--- src/hw/hdv_consts.vh ---
`ifndef HDV_CONSTS_VH
`define HDV_CONSTS_VH
// operand and result width
`define HDV_WIDTH 32
// local register select codes on the access port
`define HDV_SEL_DIVIDEND 3'h0
`define HDV_SEL_DIVISOR 3'h1
`define HDV_SEL_QUOTIENT 3'h2
`define HDV_SEL_REMAINDER 3'h3
`define HDV_SEL_STATUS 3'h4
`define HDV_SEL_CONTROL 3'h5
// status word bit positions
`define HDV_STAT_DONE_BIT 0
`define HDV_STAT_DIVZERO_BIT 1
// control word bit position
`define HDV_CTRL_SIGNED_BIT 0
// division latency, in cycles from the start write
`define HDV_LATENCY 4'h8
// reset values
`define HDV_RST_WORD 32'h0000_0000
`define HDV_RST_COUNT 4'h0
`endif

--- src/hw/hdv_divider.v ---
`include "hdv_consts.vh"

module hdv_divider (
  // clock, asynchronous active-low reset and global freeze
  input wire mclk,
  input wire nrst,
  input wire clk_en,
  // access port from the processor side
  input wire acc_valid,
  input wire acc_write,
  input wire [2:0] acc_sel,
  input wire [31:0] acc_wdata,
  // taken strobe and registered read data
  output wire acc_ready,
  output reg [31:0] acc_rdata,
  // status seen from outside
  output wire busy,
  output wire div_done,
  output wire div_by_zero
);

  // state codes, one-hot
  // idle waits for a start; run counts the latency
  localparam [1:0] ST_IDLE = 2'b01;
  localparam [1:0] ST_RUN = 2'b10;

  // stored operands and mode
  // dividend, loaded by software before the start
  reg [31:0] dividend_reg;
  // divisor, loaded by the start write itself
  reg [31:0] divisor_reg;
  // high selects two's-complement operands
  reg signed_reg;
  // results, held until the next division ends
  // quotient word
  reg [31:0] quot_reg;
  // remainder word
  reg [31:0] rem_reg;
  // flags, held until the next start
  // last division finished
  reg done_reg;
  // last divisor was zero
  reg dz_reg;
  // sequencing
  // one-hot state
  reg [1:0] state_reg;
  // cycles left in the running division
  reg [3:0] count_reg;

  // absolute value of a word, in signed mode only
  // a negative word is negated; the most negative word maps onto itself,
  // which still reads correctly as an unsigned magnitude
  function [31:0] mag;
    input [31:0] v;
    input sgn;
    begin
      mag = (sgn && v[31]) ? (~v + 32'h0000_0001) : v;
    end
  endfunction

  // conditional two's-complement negate
  // used to put the sign back on quotient and remainder
  function [31:0] neg_if;
    input [31:0] v;
    input n;
    begin
      neg_if = n ? (~v + 32'h0000_0001) : v;
    end
  endfunction

  // combinational result from the held operands
  // the operands cannot change while running, so the value is settled
  // long before the sequencer captures it
  // operand magnitudes
  reg [31:0] a_mag;
  reg [31:0] b_mag;
  // result magnitudes
  reg [31:0] q_mag;
  reg [31:0] r_mag;
  // signed results
  reg [31:0] q_next;
  reg [31:0] r_next;
  always @* begin
    // defaults keep every path assigned
    a_mag = mag(dividend_reg, signed_reg);
    b_mag = mag(divisor_reg, signed_reg);
    q_mag = 32'h0000_0000;
    r_mag = 32'h0000_0000;
    q_next = 32'h0000_0000;
    r_next = 32'h0000_0000;
    // zero divisor result
    // both results forced to zero; no division is attempted
    if (divisor_reg == 32'h0000_0000) begin
      q_next = 32'h0000_0000;
      r_next = 32'h0000_0000;
    end else begin
      q_mag = a_mag / b_mag;
      r_mag = a_mag % b_mag;
      // sign fix-up on magnitudes
      // quotient negative when signs differ, remainder takes dividend sign
      q_next = neg_if(q_mag, signed_reg && (dividend_reg[31] ^ divisor_reg[31]));
      r_next = neg_if(r_mag, signed_reg && dividend_reg[31]);
    end
  end

  // access decode
  // a write and a read are told apart by acc_write
  wire wr = acc_valid && acc_write;
  wire rd = acc_valid && !acc_write;
  // quotient or remainder selected
  wire res_sel = (acc_sel == `HDV_SEL_QUOTIENT) || (acc_sel == `HDV_SEL_REMAINDER);
  // division under way
  wire running = (state_reg == ST_RUN);
  // divisor write is the start
  // ignored while running: the master is stalled instead
  wire start = clk_en && wr && (acc_sel == `HDV_SEL_DIVISOR) && !running;

  // result reads wait; all writes also wait while running
  // a stalled access is not lost: the master keeps it up until taken
  // a frozen block takes nothing
  assign acc_ready = clk_en && !(running && (rd ? res_sel : 1'b1));
  // status outputs straight from state and flags
  assign busy = running;
  assign div_done = done_reg;
  assign div_by_zero = dz_reg;

  // sequencer, operands and results
  // everything holds still while clk_en is low
  always @(posedge mclk or negedge nrst) begin
    if (!nrst) begin
      // idle, flags clear, operands and results zero
      state_reg <= ST_IDLE;
      count_reg <= `HDV_RST_COUNT;
      dividend_reg <= `HDV_RST_WORD;
      divisor_reg <= `HDV_RST_WORD;
      signed_reg <= 1'b0;
      quot_reg <= `HDV_RST_WORD;
      rem_reg <= `HDV_RST_WORD;
      done_reg <= 1'b0;
      dz_reg <= 1'b0;
    end else if (clk_en) begin
      case (state_reg)
        ST_IDLE: begin
          // idle: operand and mode writes land, divisor write starts
          // operand writes
          if (wr && acc_sel == `HDV_SEL_DIVIDEND) begin
            dividend_reg <= acc_wdata;
          end
          if (wr && acc_sel == `HDV_SEL_CONTROL) begin
            signed_reg <= acc_wdata[`HDV_CTRL_SIGNED_BIT];
          end
          if (start) begin
            divisor_reg <= acc_wdata;
            done_reg <= 1'b0;
            dz_reg <= (acc_wdata == 32'h0000_0000);
            // a full latency count: done shows after the eighth edge
            count_reg <= `HDV_LATENCY;
            state_reg <= ST_RUN;
          end
        end
        ST_RUN: begin
          // count out the latency
          // the last count captures results and returns to idle
          if (count_reg == 4'h1) begin
            quot_reg <= q_next;
            rem_reg <= r_next;
            done_reg <= 1'b1;
            state_reg <= ST_IDLE;
          end
          // step the counter down; it rests at zero when idle
          count_reg <= count_reg - 4'h1;
        end
        default: begin
          // illegal code: recover to idle
          state_reg <= ST_IDLE;
        end
      endcase
    end
  end

  // read data register
  // loaded only on a taken read, so it holds between reads
  // a stalled result read waits in acc_ready, not here
  always @(posedge mclk or negedge nrst) begin
    if (!nrst) begin
      acc_rdata <= `HDV_RST_WORD;
    end else if (clk_en && rd && acc_ready) begin
      // pick the selected word
      case (acc_sel)
        // operands read back as written
        `HDV_SEL_DIVIDEND: acc_rdata <= dividend_reg;
        `HDV_SEL_DIVISOR: acc_rdata <= divisor_reg;
        // results of the last finished division
        `HDV_SEL_QUOTIENT: acc_rdata <= quot_reg;
        // remainder follows the quotient
        `HDV_SEL_REMAINDER: acc_rdata <= rem_reg;
        `HDV_SEL_STATUS: begin
          acc_rdata <= {30'h0000_0000, dz_reg, done_reg};
        end
        // mode word
        `HDV_SEL_CONTROL: acc_rdata <= {31'h0000_0000, signed_reg};
        // unmapped codes read as zero
        default: acc_rdata <= `HDV_RST_WORD;
      endcase
    end
  end

endmodule // hdv_divider

--- config.mk ---
export PLATFORM = sky130hd
export DESIGN_NAME = hdv_divider
export DESIGN_NICKNAME = d
export VERILOG_FILES = /design/src/hw/hdv_divider.v
export VERILOG_INCLUDE_DIRS = /design/src /design/src/hw
export SDC_FILE = /design/constraint.sdc
export NUM_CORES = 2
export LEC_CHECK = 0
export ABC_AREA = 1
export BUFFER_PORTS_ARGS = -buffer_cell sky130_fd_sc_hd__buf_2
export CORE_MARGIN = 2
export CORE_UTILIZATION = 45
export CTS_CLUSTER_DIAMETER = 60
export DETAILED_ROUTE_END_ITERATION = 10
export PLACE_DENSITY = 0.69
export SYNTH_ARGS = -nofsm -noshare
export SYNTH_HDL_FRONTEND = slang
export SYNTH_SLANG_ARGS = --single-unit
export TNS_END_PERCENT = 30
--- constraint.sdc ---
create_clock -name mclk -period 85.7 [get_ports mclk]
set_clock_uncertainty 0.1 [all_clocks]
set_input_delay 12.855 -clock mclk [delete_from_list [all_inputs] [get_ports mclk]]
set_output_delay 12.855 -clock mclk [all_outputs]
set_load 0.05 [all_outputs]
### After elaboration in Yosys (flattened, before gate mapping)

Cells that the tools add are included.

* register bits: 169
* latch bits: 0
* bits in writable memories: 0
* bits in read-only memories: 0
* input port bits: 40
* output and inout port bits: 36
* memories kept: 0

* add/sub/neg operators: 5
* multipliers: 0
* div/mod/pow operators: 2
* magnitude comparators: 0
* equality and inequality tests: 10
* shift-type cells: 0
* mux-type cells: 16
* bitwise operators: 5
* reduce and logical (&&, ||, !) cells: 29

Operator list (count)
* 2-to-1 mux 32 bit: 6
* one-hot mux 32 bit (6 select lines): 1
* adder 32 x 1 -> 32 bit (second input constant): 4
* NOT 32 bit: 4
* zero test 32 bit: 2
* divider 32 x 32 -> 32 bit: 1
* modulo 32 x 32 -> 32 bit: 1
* AND reduction 3 bit: 6
* logical AND 1 bit: 14
* one-hot mux 4 bit (2 select lines): 1
* == test 3 x 2 -> 1 bit (second input constant): 2
* == test 3 bit (second input constant): 2
* == test 4 x 1 -> 1 bit (second input constant): 1
* 2-to-1 mux 2 bit: 2
* 2-to-1 mux 4 bit: 1
* one-hot mux 2 bit (2 select lines): 1
* AND reduction 4 bit: 1
* subtractor 4 x 1 -> 4 bit (second input constant): 1
* == test 3 x 1 -> 1 bit (second input constant): 1
* zero test 1 bit: 3
* zero test 3 bit: 1
* 2-to-1 mux 1 bit: 3
* == test 2 x 1 -> 1 bit (second input constant): 1
* == test 2 bit (second input constant): 1
* 6 further kinds: 6

### Depth between registers and ports, before layout

* depth in word-level cells: 8
* depth in mapped cells: 608

### Worst setup path after synthesis

Ideal clock, no wire load.

* path kind: register to register
* start: register divisor_reg[0]
* end: register quot_reg[30]
* arrival time: 71.045 ns
* slack: 14.420 ns
* cell stages (with the launch flop): 574
* period minus slack after synthesis: 71.280 ns
* cell sequence: dfrtp_1 > inv_1 > ha_1 > o21ai_0 > inv_1 > nor2_1 > nand2_1 > nor2_1 > nand3_1 > nor2_1 > nand3_1 > nor2_1 > nand2_1 > nand3_1 > nand2_1 > ha_1 > nand2_1 > nor2_1 > [538 not listed] > buf_4 > buf_4 > buf_4 > ha_1 > inv_1 > nor3_1 > nand3_1 > nor3_1 > inv_1 > nor4_1 > nand2_1 > nor4_1 > inv_1 > o21ai_0 > nand2_1 > a21oi_1 > xor2_1 > o21ai_0

* cells in the longest elaborated chain, start to end: 8
* elaborated cells between the ends (all ways): 9
* classes of those cells: add/sub: 2; div: 1; mux: 3; bitwise: 2; reduce/logical: 1

Ends and longest elaborated chain
* start: declaration: RTL line hdv_divider.v:31 `reg [31:0] divisor_reg;`
* start signal: assignment: RTL line hdv_divider.v:135 `` divisor_reg <= `HDV_RST_WORD; ``
* start signal: assignment: RTL line hdv_divider.v:153 `divisor_reg <= acc_wdata;`
* NOT 32 bit: RTL line hdv_divider.v:57 `mag = (sgn && v[31]) ? (~v + 32'h0000_0001) : v;`
* adder 32 x 1 -> 32 bit: RTL line hdv_divider.v:57
* 2-to-1 mux 32 bit: RTL line hdv_divider.v:57
* divider 32 x 32 -> 32 bit: RTL line hdv_divider.v:97 `q_mag = a_mag / b_mag;`
* NOT 32 bit: RTL line hdv_divider.v:67 `neg_if = n ? (~v + 32'h0000_0001) : v;`
* adder 32 x 1 -> 32 bit: RTL line hdv_divider.v:67
* 2-to-1 mux 32 bit: RTL line hdv_divider.v:67
* 2-to-1 mux 32 bit *: RTL line hdv_divider.v:93 `if (divisor_reg == 32'h0000_0000) begin`
* end signal: assignment: RTL line hdv_divider.v:137 `` quot_reg <= `HDV_RST_WORD; ``
* end signal: assignment: RTL line hdv_divider.v:165 `quot_reg <= q_next;`
* end: declaration: RTL line hdv_divider.v:36 `reg [31:0] quot_reg;`

Every way passes the cells marked *; elsewhere a longest branch is shown, timed or not.
A chain may end at the register's enable or synchronous reset.

### Worst setup path after layout

* start: register dividend_reg[0]
* end: register quot_reg[30]

* cells in the longest elaborated chain, start to end: 8

Ends and longest elaborated chain
* start: declaration: RTL line hdv_divider.v:29 `reg [31:0] dividend_reg;`
* start signal: assignment: RTL line hdv_divider.v:134 `` dividend_reg <= `HDV_RST_WORD; ``
* start signal: assignment: RTL line hdv_divider.v:147 `dividend_reg <= acc_wdata;`
* NOT 32 bit: RTL line hdv_divider.v:57
* adder 32 x 1 -> 32 bit: RTL line hdv_divider.v:57
* 2-to-1 mux 32 bit *: RTL line hdv_divider.v:57
* divider 32 x 32 -> 32 bit *: RTL line hdv_divider.v:97
* NOT 32 bit: RTL line hdv_divider.v:67
* adder 32 x 1 -> 32 bit: RTL line hdv_divider.v:67
* 2-to-1 mux 32 bit *: RTL line hdv_divider.v:67
* 2-to-1 mux 32 bit *: RTL line hdv_divider.v:93

Marked as above.

==> results.sh <==
export IMPL_outcome="complete, no violations"
export IMPL_multiInputGateArea_um2=33240
export IMPL_grt_overflow=0
export IMPL_worst_pin_slew_ns=1.178
export IMPL_first_global_vias=44030
export IMPL_drt_iter0_markers=4962
export IMPL_fin_crit_sh_pct=91.58
export IMPL_hpwl_um=124100
export IMPL_synth_top_area_cell="nand2_1"
export IMPL_cp_max_fo=41
export IMPL_netlist_area_um2=41980
export IMPL_async_flop_share_pct=100.0
export IMPL_ys_flop_type="dfrtp_1"
export IMPL_core_um2=92910
export IMPL_regToRegStartpoint="dividend_reg[0]"
export IMPL_grtUsageTotal_pct=32.22
export IMPL_synth_seq_cells=169
export IMPL_syn_avg_cell_area_um2=5.903
export IMPL_cp_required_ns=85.90
export IMPL_rows=112
export IMPL_vias=47970
export IMPL_clk_latency_ns=0.45
export IMPL_floorplan_initialDensity_pct=45.18
export IMPL_clk_pin_slew_ns=0.07
export IMPL_cp_arrival_ns=78.68
export IMPL_hold_viol_final=0
export IMPL_synth_yosys_seq_area_share_pct=10.08
export IMPL_firstDrtPassIters=8
export IMPL_clkSinkCount=169
export IMPL_n_antenna_cell=0
export IMPL_cp_slowest_cell="dfrtp_1"
export IMPL_vias_per_cell=5.698
export IMPL_crit_path_max_incr_delay_ns=0.47
export IMPL_r2r_end="quot_reg[30]"
export IMPL_slew_violations=0
export IMPL_synth_edff_count=0
export IMPL_place_congestion=1.065
export IMPL_cts_max_path_buffers=2
export IMPL_maxCapViolations=0
export IMPL_startpoint="dividend_reg[0]"
export IMPL_netlist_area_leader_share_pct=18.13
export IMPL_htree_levels=4
export IMPL_synth_commonest_cells="nand2_1, inv_1, ha_1"
export IMPL_cts_buffers=17
export IMPL_die_x_um=309.4
export IMPL_io_pin_count=76
export IMPL_reg2reg_setup_slack_ns=7.22
export IMPL_port_buffers=75
export IMPL_yosysMostFrequentCell="nand2_1"
export IMPL_register_area_um2=4234
export IMPL_wl_per_cell_um=18.94
export IMPL_clock_tree_root_cell="clkbuf_16"
export IMPL_ys_types=84
export IMPL_worstSetupPathType="flip-flop to flip-flop"
export IMPL_fill_cells=9741
export IMPL_yosys_warnings=0
export IMPL_synthCells=7111
export IMPL_ant_nets=0
export IMPL_holdPathStages=2
export IMPL_worst_slew_margin_rel_pct=21.37
export IMPL_reg2regPathDepth=565
export IMPL_max_clock_freq_ghz=0.01274
export IMPL_end_kind="flip-flop"
export IMPL_syn_to_final_growth_pct=7.559
export IMPL_setup_violations=0
export IMPL_cts_tree="built"
export IMPL_die_area_um2=95740
export IMPL_hold_path_startpoint="acc_rdata[18]"
export IMPL_hp_class="flip-flop to flip-flop"
export IMPL_cpMostUsedCell="nand2_1"
export IMPL_hold_end="acc_rdata[18]"
export IMPL_place_inst=8359
export IMPL_die_y_um=309.4
export IMPL_period_minus_slack_ns=78.48
export IMPL_cts_hold_buf=0
export IMPL_antenna_found_initial=3
export IMPL_start_kind="flip-flop"
export IMPL_drive_above_1_share_pct=8.613
export IMPL_routed_wirelength_um=159500
export IMPL_syn_nets=7691
export IMPL_instances_no_fill=8418
export IMPL_synth_area_leaders="nand2_1, ha_1, dfrtp_1, inv_1, a21oi_1"
export IMPL_drc=0
export IMPL_grt_pass1_wl_um=243300
export IMPL_nets=7731
export IMPL_grt_max_degree=105
-- cell type report --
class	count	area share (%)
multi-input combinational	5649	73.62
inverter	1161	9.846
sequential	169	9.378
tap	1254	3.475
timing repair buffer	153	2.372
clock buffer	21	1.064
clock inverter	11	0.2494
-- placed cells by master (no fill, tap or decap), types with 95 or more instances in the layout --
cell | Yosys | final
or2_2 | 95 | 95
ha_1 | 539 | 537
xnor2_1 | 103 | 103
o22ai_1 | 103 | 103
o21ai_1 | 89 | 99
xor2_1 | 284 | 284
a21oi_1 | 510 | 486
o21ai_0 | 305 | 279
inv_1 | 1111 | 1101
dfrtp_1 | 168 | 165
nand3_1 | 440 | 437
nor2_1 | 443 | 432
nand4_1 | 96 | 96
nand2_1 | 2027 | 2016
-- metal layers --
metal  up-vias  wire length [um]  GRT usage, %
li1      23460                 -             -
met1     21770             66310         42.62
met2      2247             68800         50.97
met3       482             15580         4.918
met4         4              8755         15.86
met5         -                23             0
-- through the flow --
stage	cell area, um2	setup TNS, ns	setup slack, ns	util, %	hold WS [ns]
floorplan	41980	0	14.42	-	0.3499
global placement	43590	0	1.475	46.92	0.3592
finish	45150	0	7.218	48.60	0.3792
global route	45150	-2.075	-0.3397	48.60	0.4082
CTS	44200	0	0.1046	47.57	0.3831
detailed placement	43590	-1.813	-0.3795	46.92	0.3652
-- logic make-up after synthesis --
group | count (synthesis) | share of synthesized area [%]
adders and majority gates | 540 | 16.11
xor gates and xnor gates | 387 | 8.075
DFF | 169 | 10.08
muxes | 3 | 0.07749
buffers and inverters | 1296 | 12.28
AOI/OAI and AO/OA | 1307 | 18.08
and+or+nand+nor | 3409 | 35.29
-- how the worst max path moves through the flow --
stage                               to  slack (ns)
after detailed placement  quot_reg[30]       -0.38
after global routing      quot_reg[27]       -0.34
after global placement    quot_reg[25]        1.47
after floorplan           quot_reg[30]       14.42
final                     quot_reg[30]        7.22
after CTS                 quot_reg[27]        0.10
-- critical path: cells and delay by family, from the launching register on --
kind / cells / cell delay [ns]
compound gates: 158 / 26.06
xor+xnor: 6 / 1.14
fa+ha+maj: 33 / 10.56
buf+inv: 94 / 9.03
flops: 1 / 0.47
simple gates: 274 / 30.80
-- repair_timing --
item,in CTS,in global routing
setup endpoints to repair,14,64
cloned,0,4
resized for setup,5,204
setup buffers,0,23
pin swaps,0,12
Power is not shown: default switching activity piles up to over one toggle a cycle in this logic, so the estimate is an artifact.
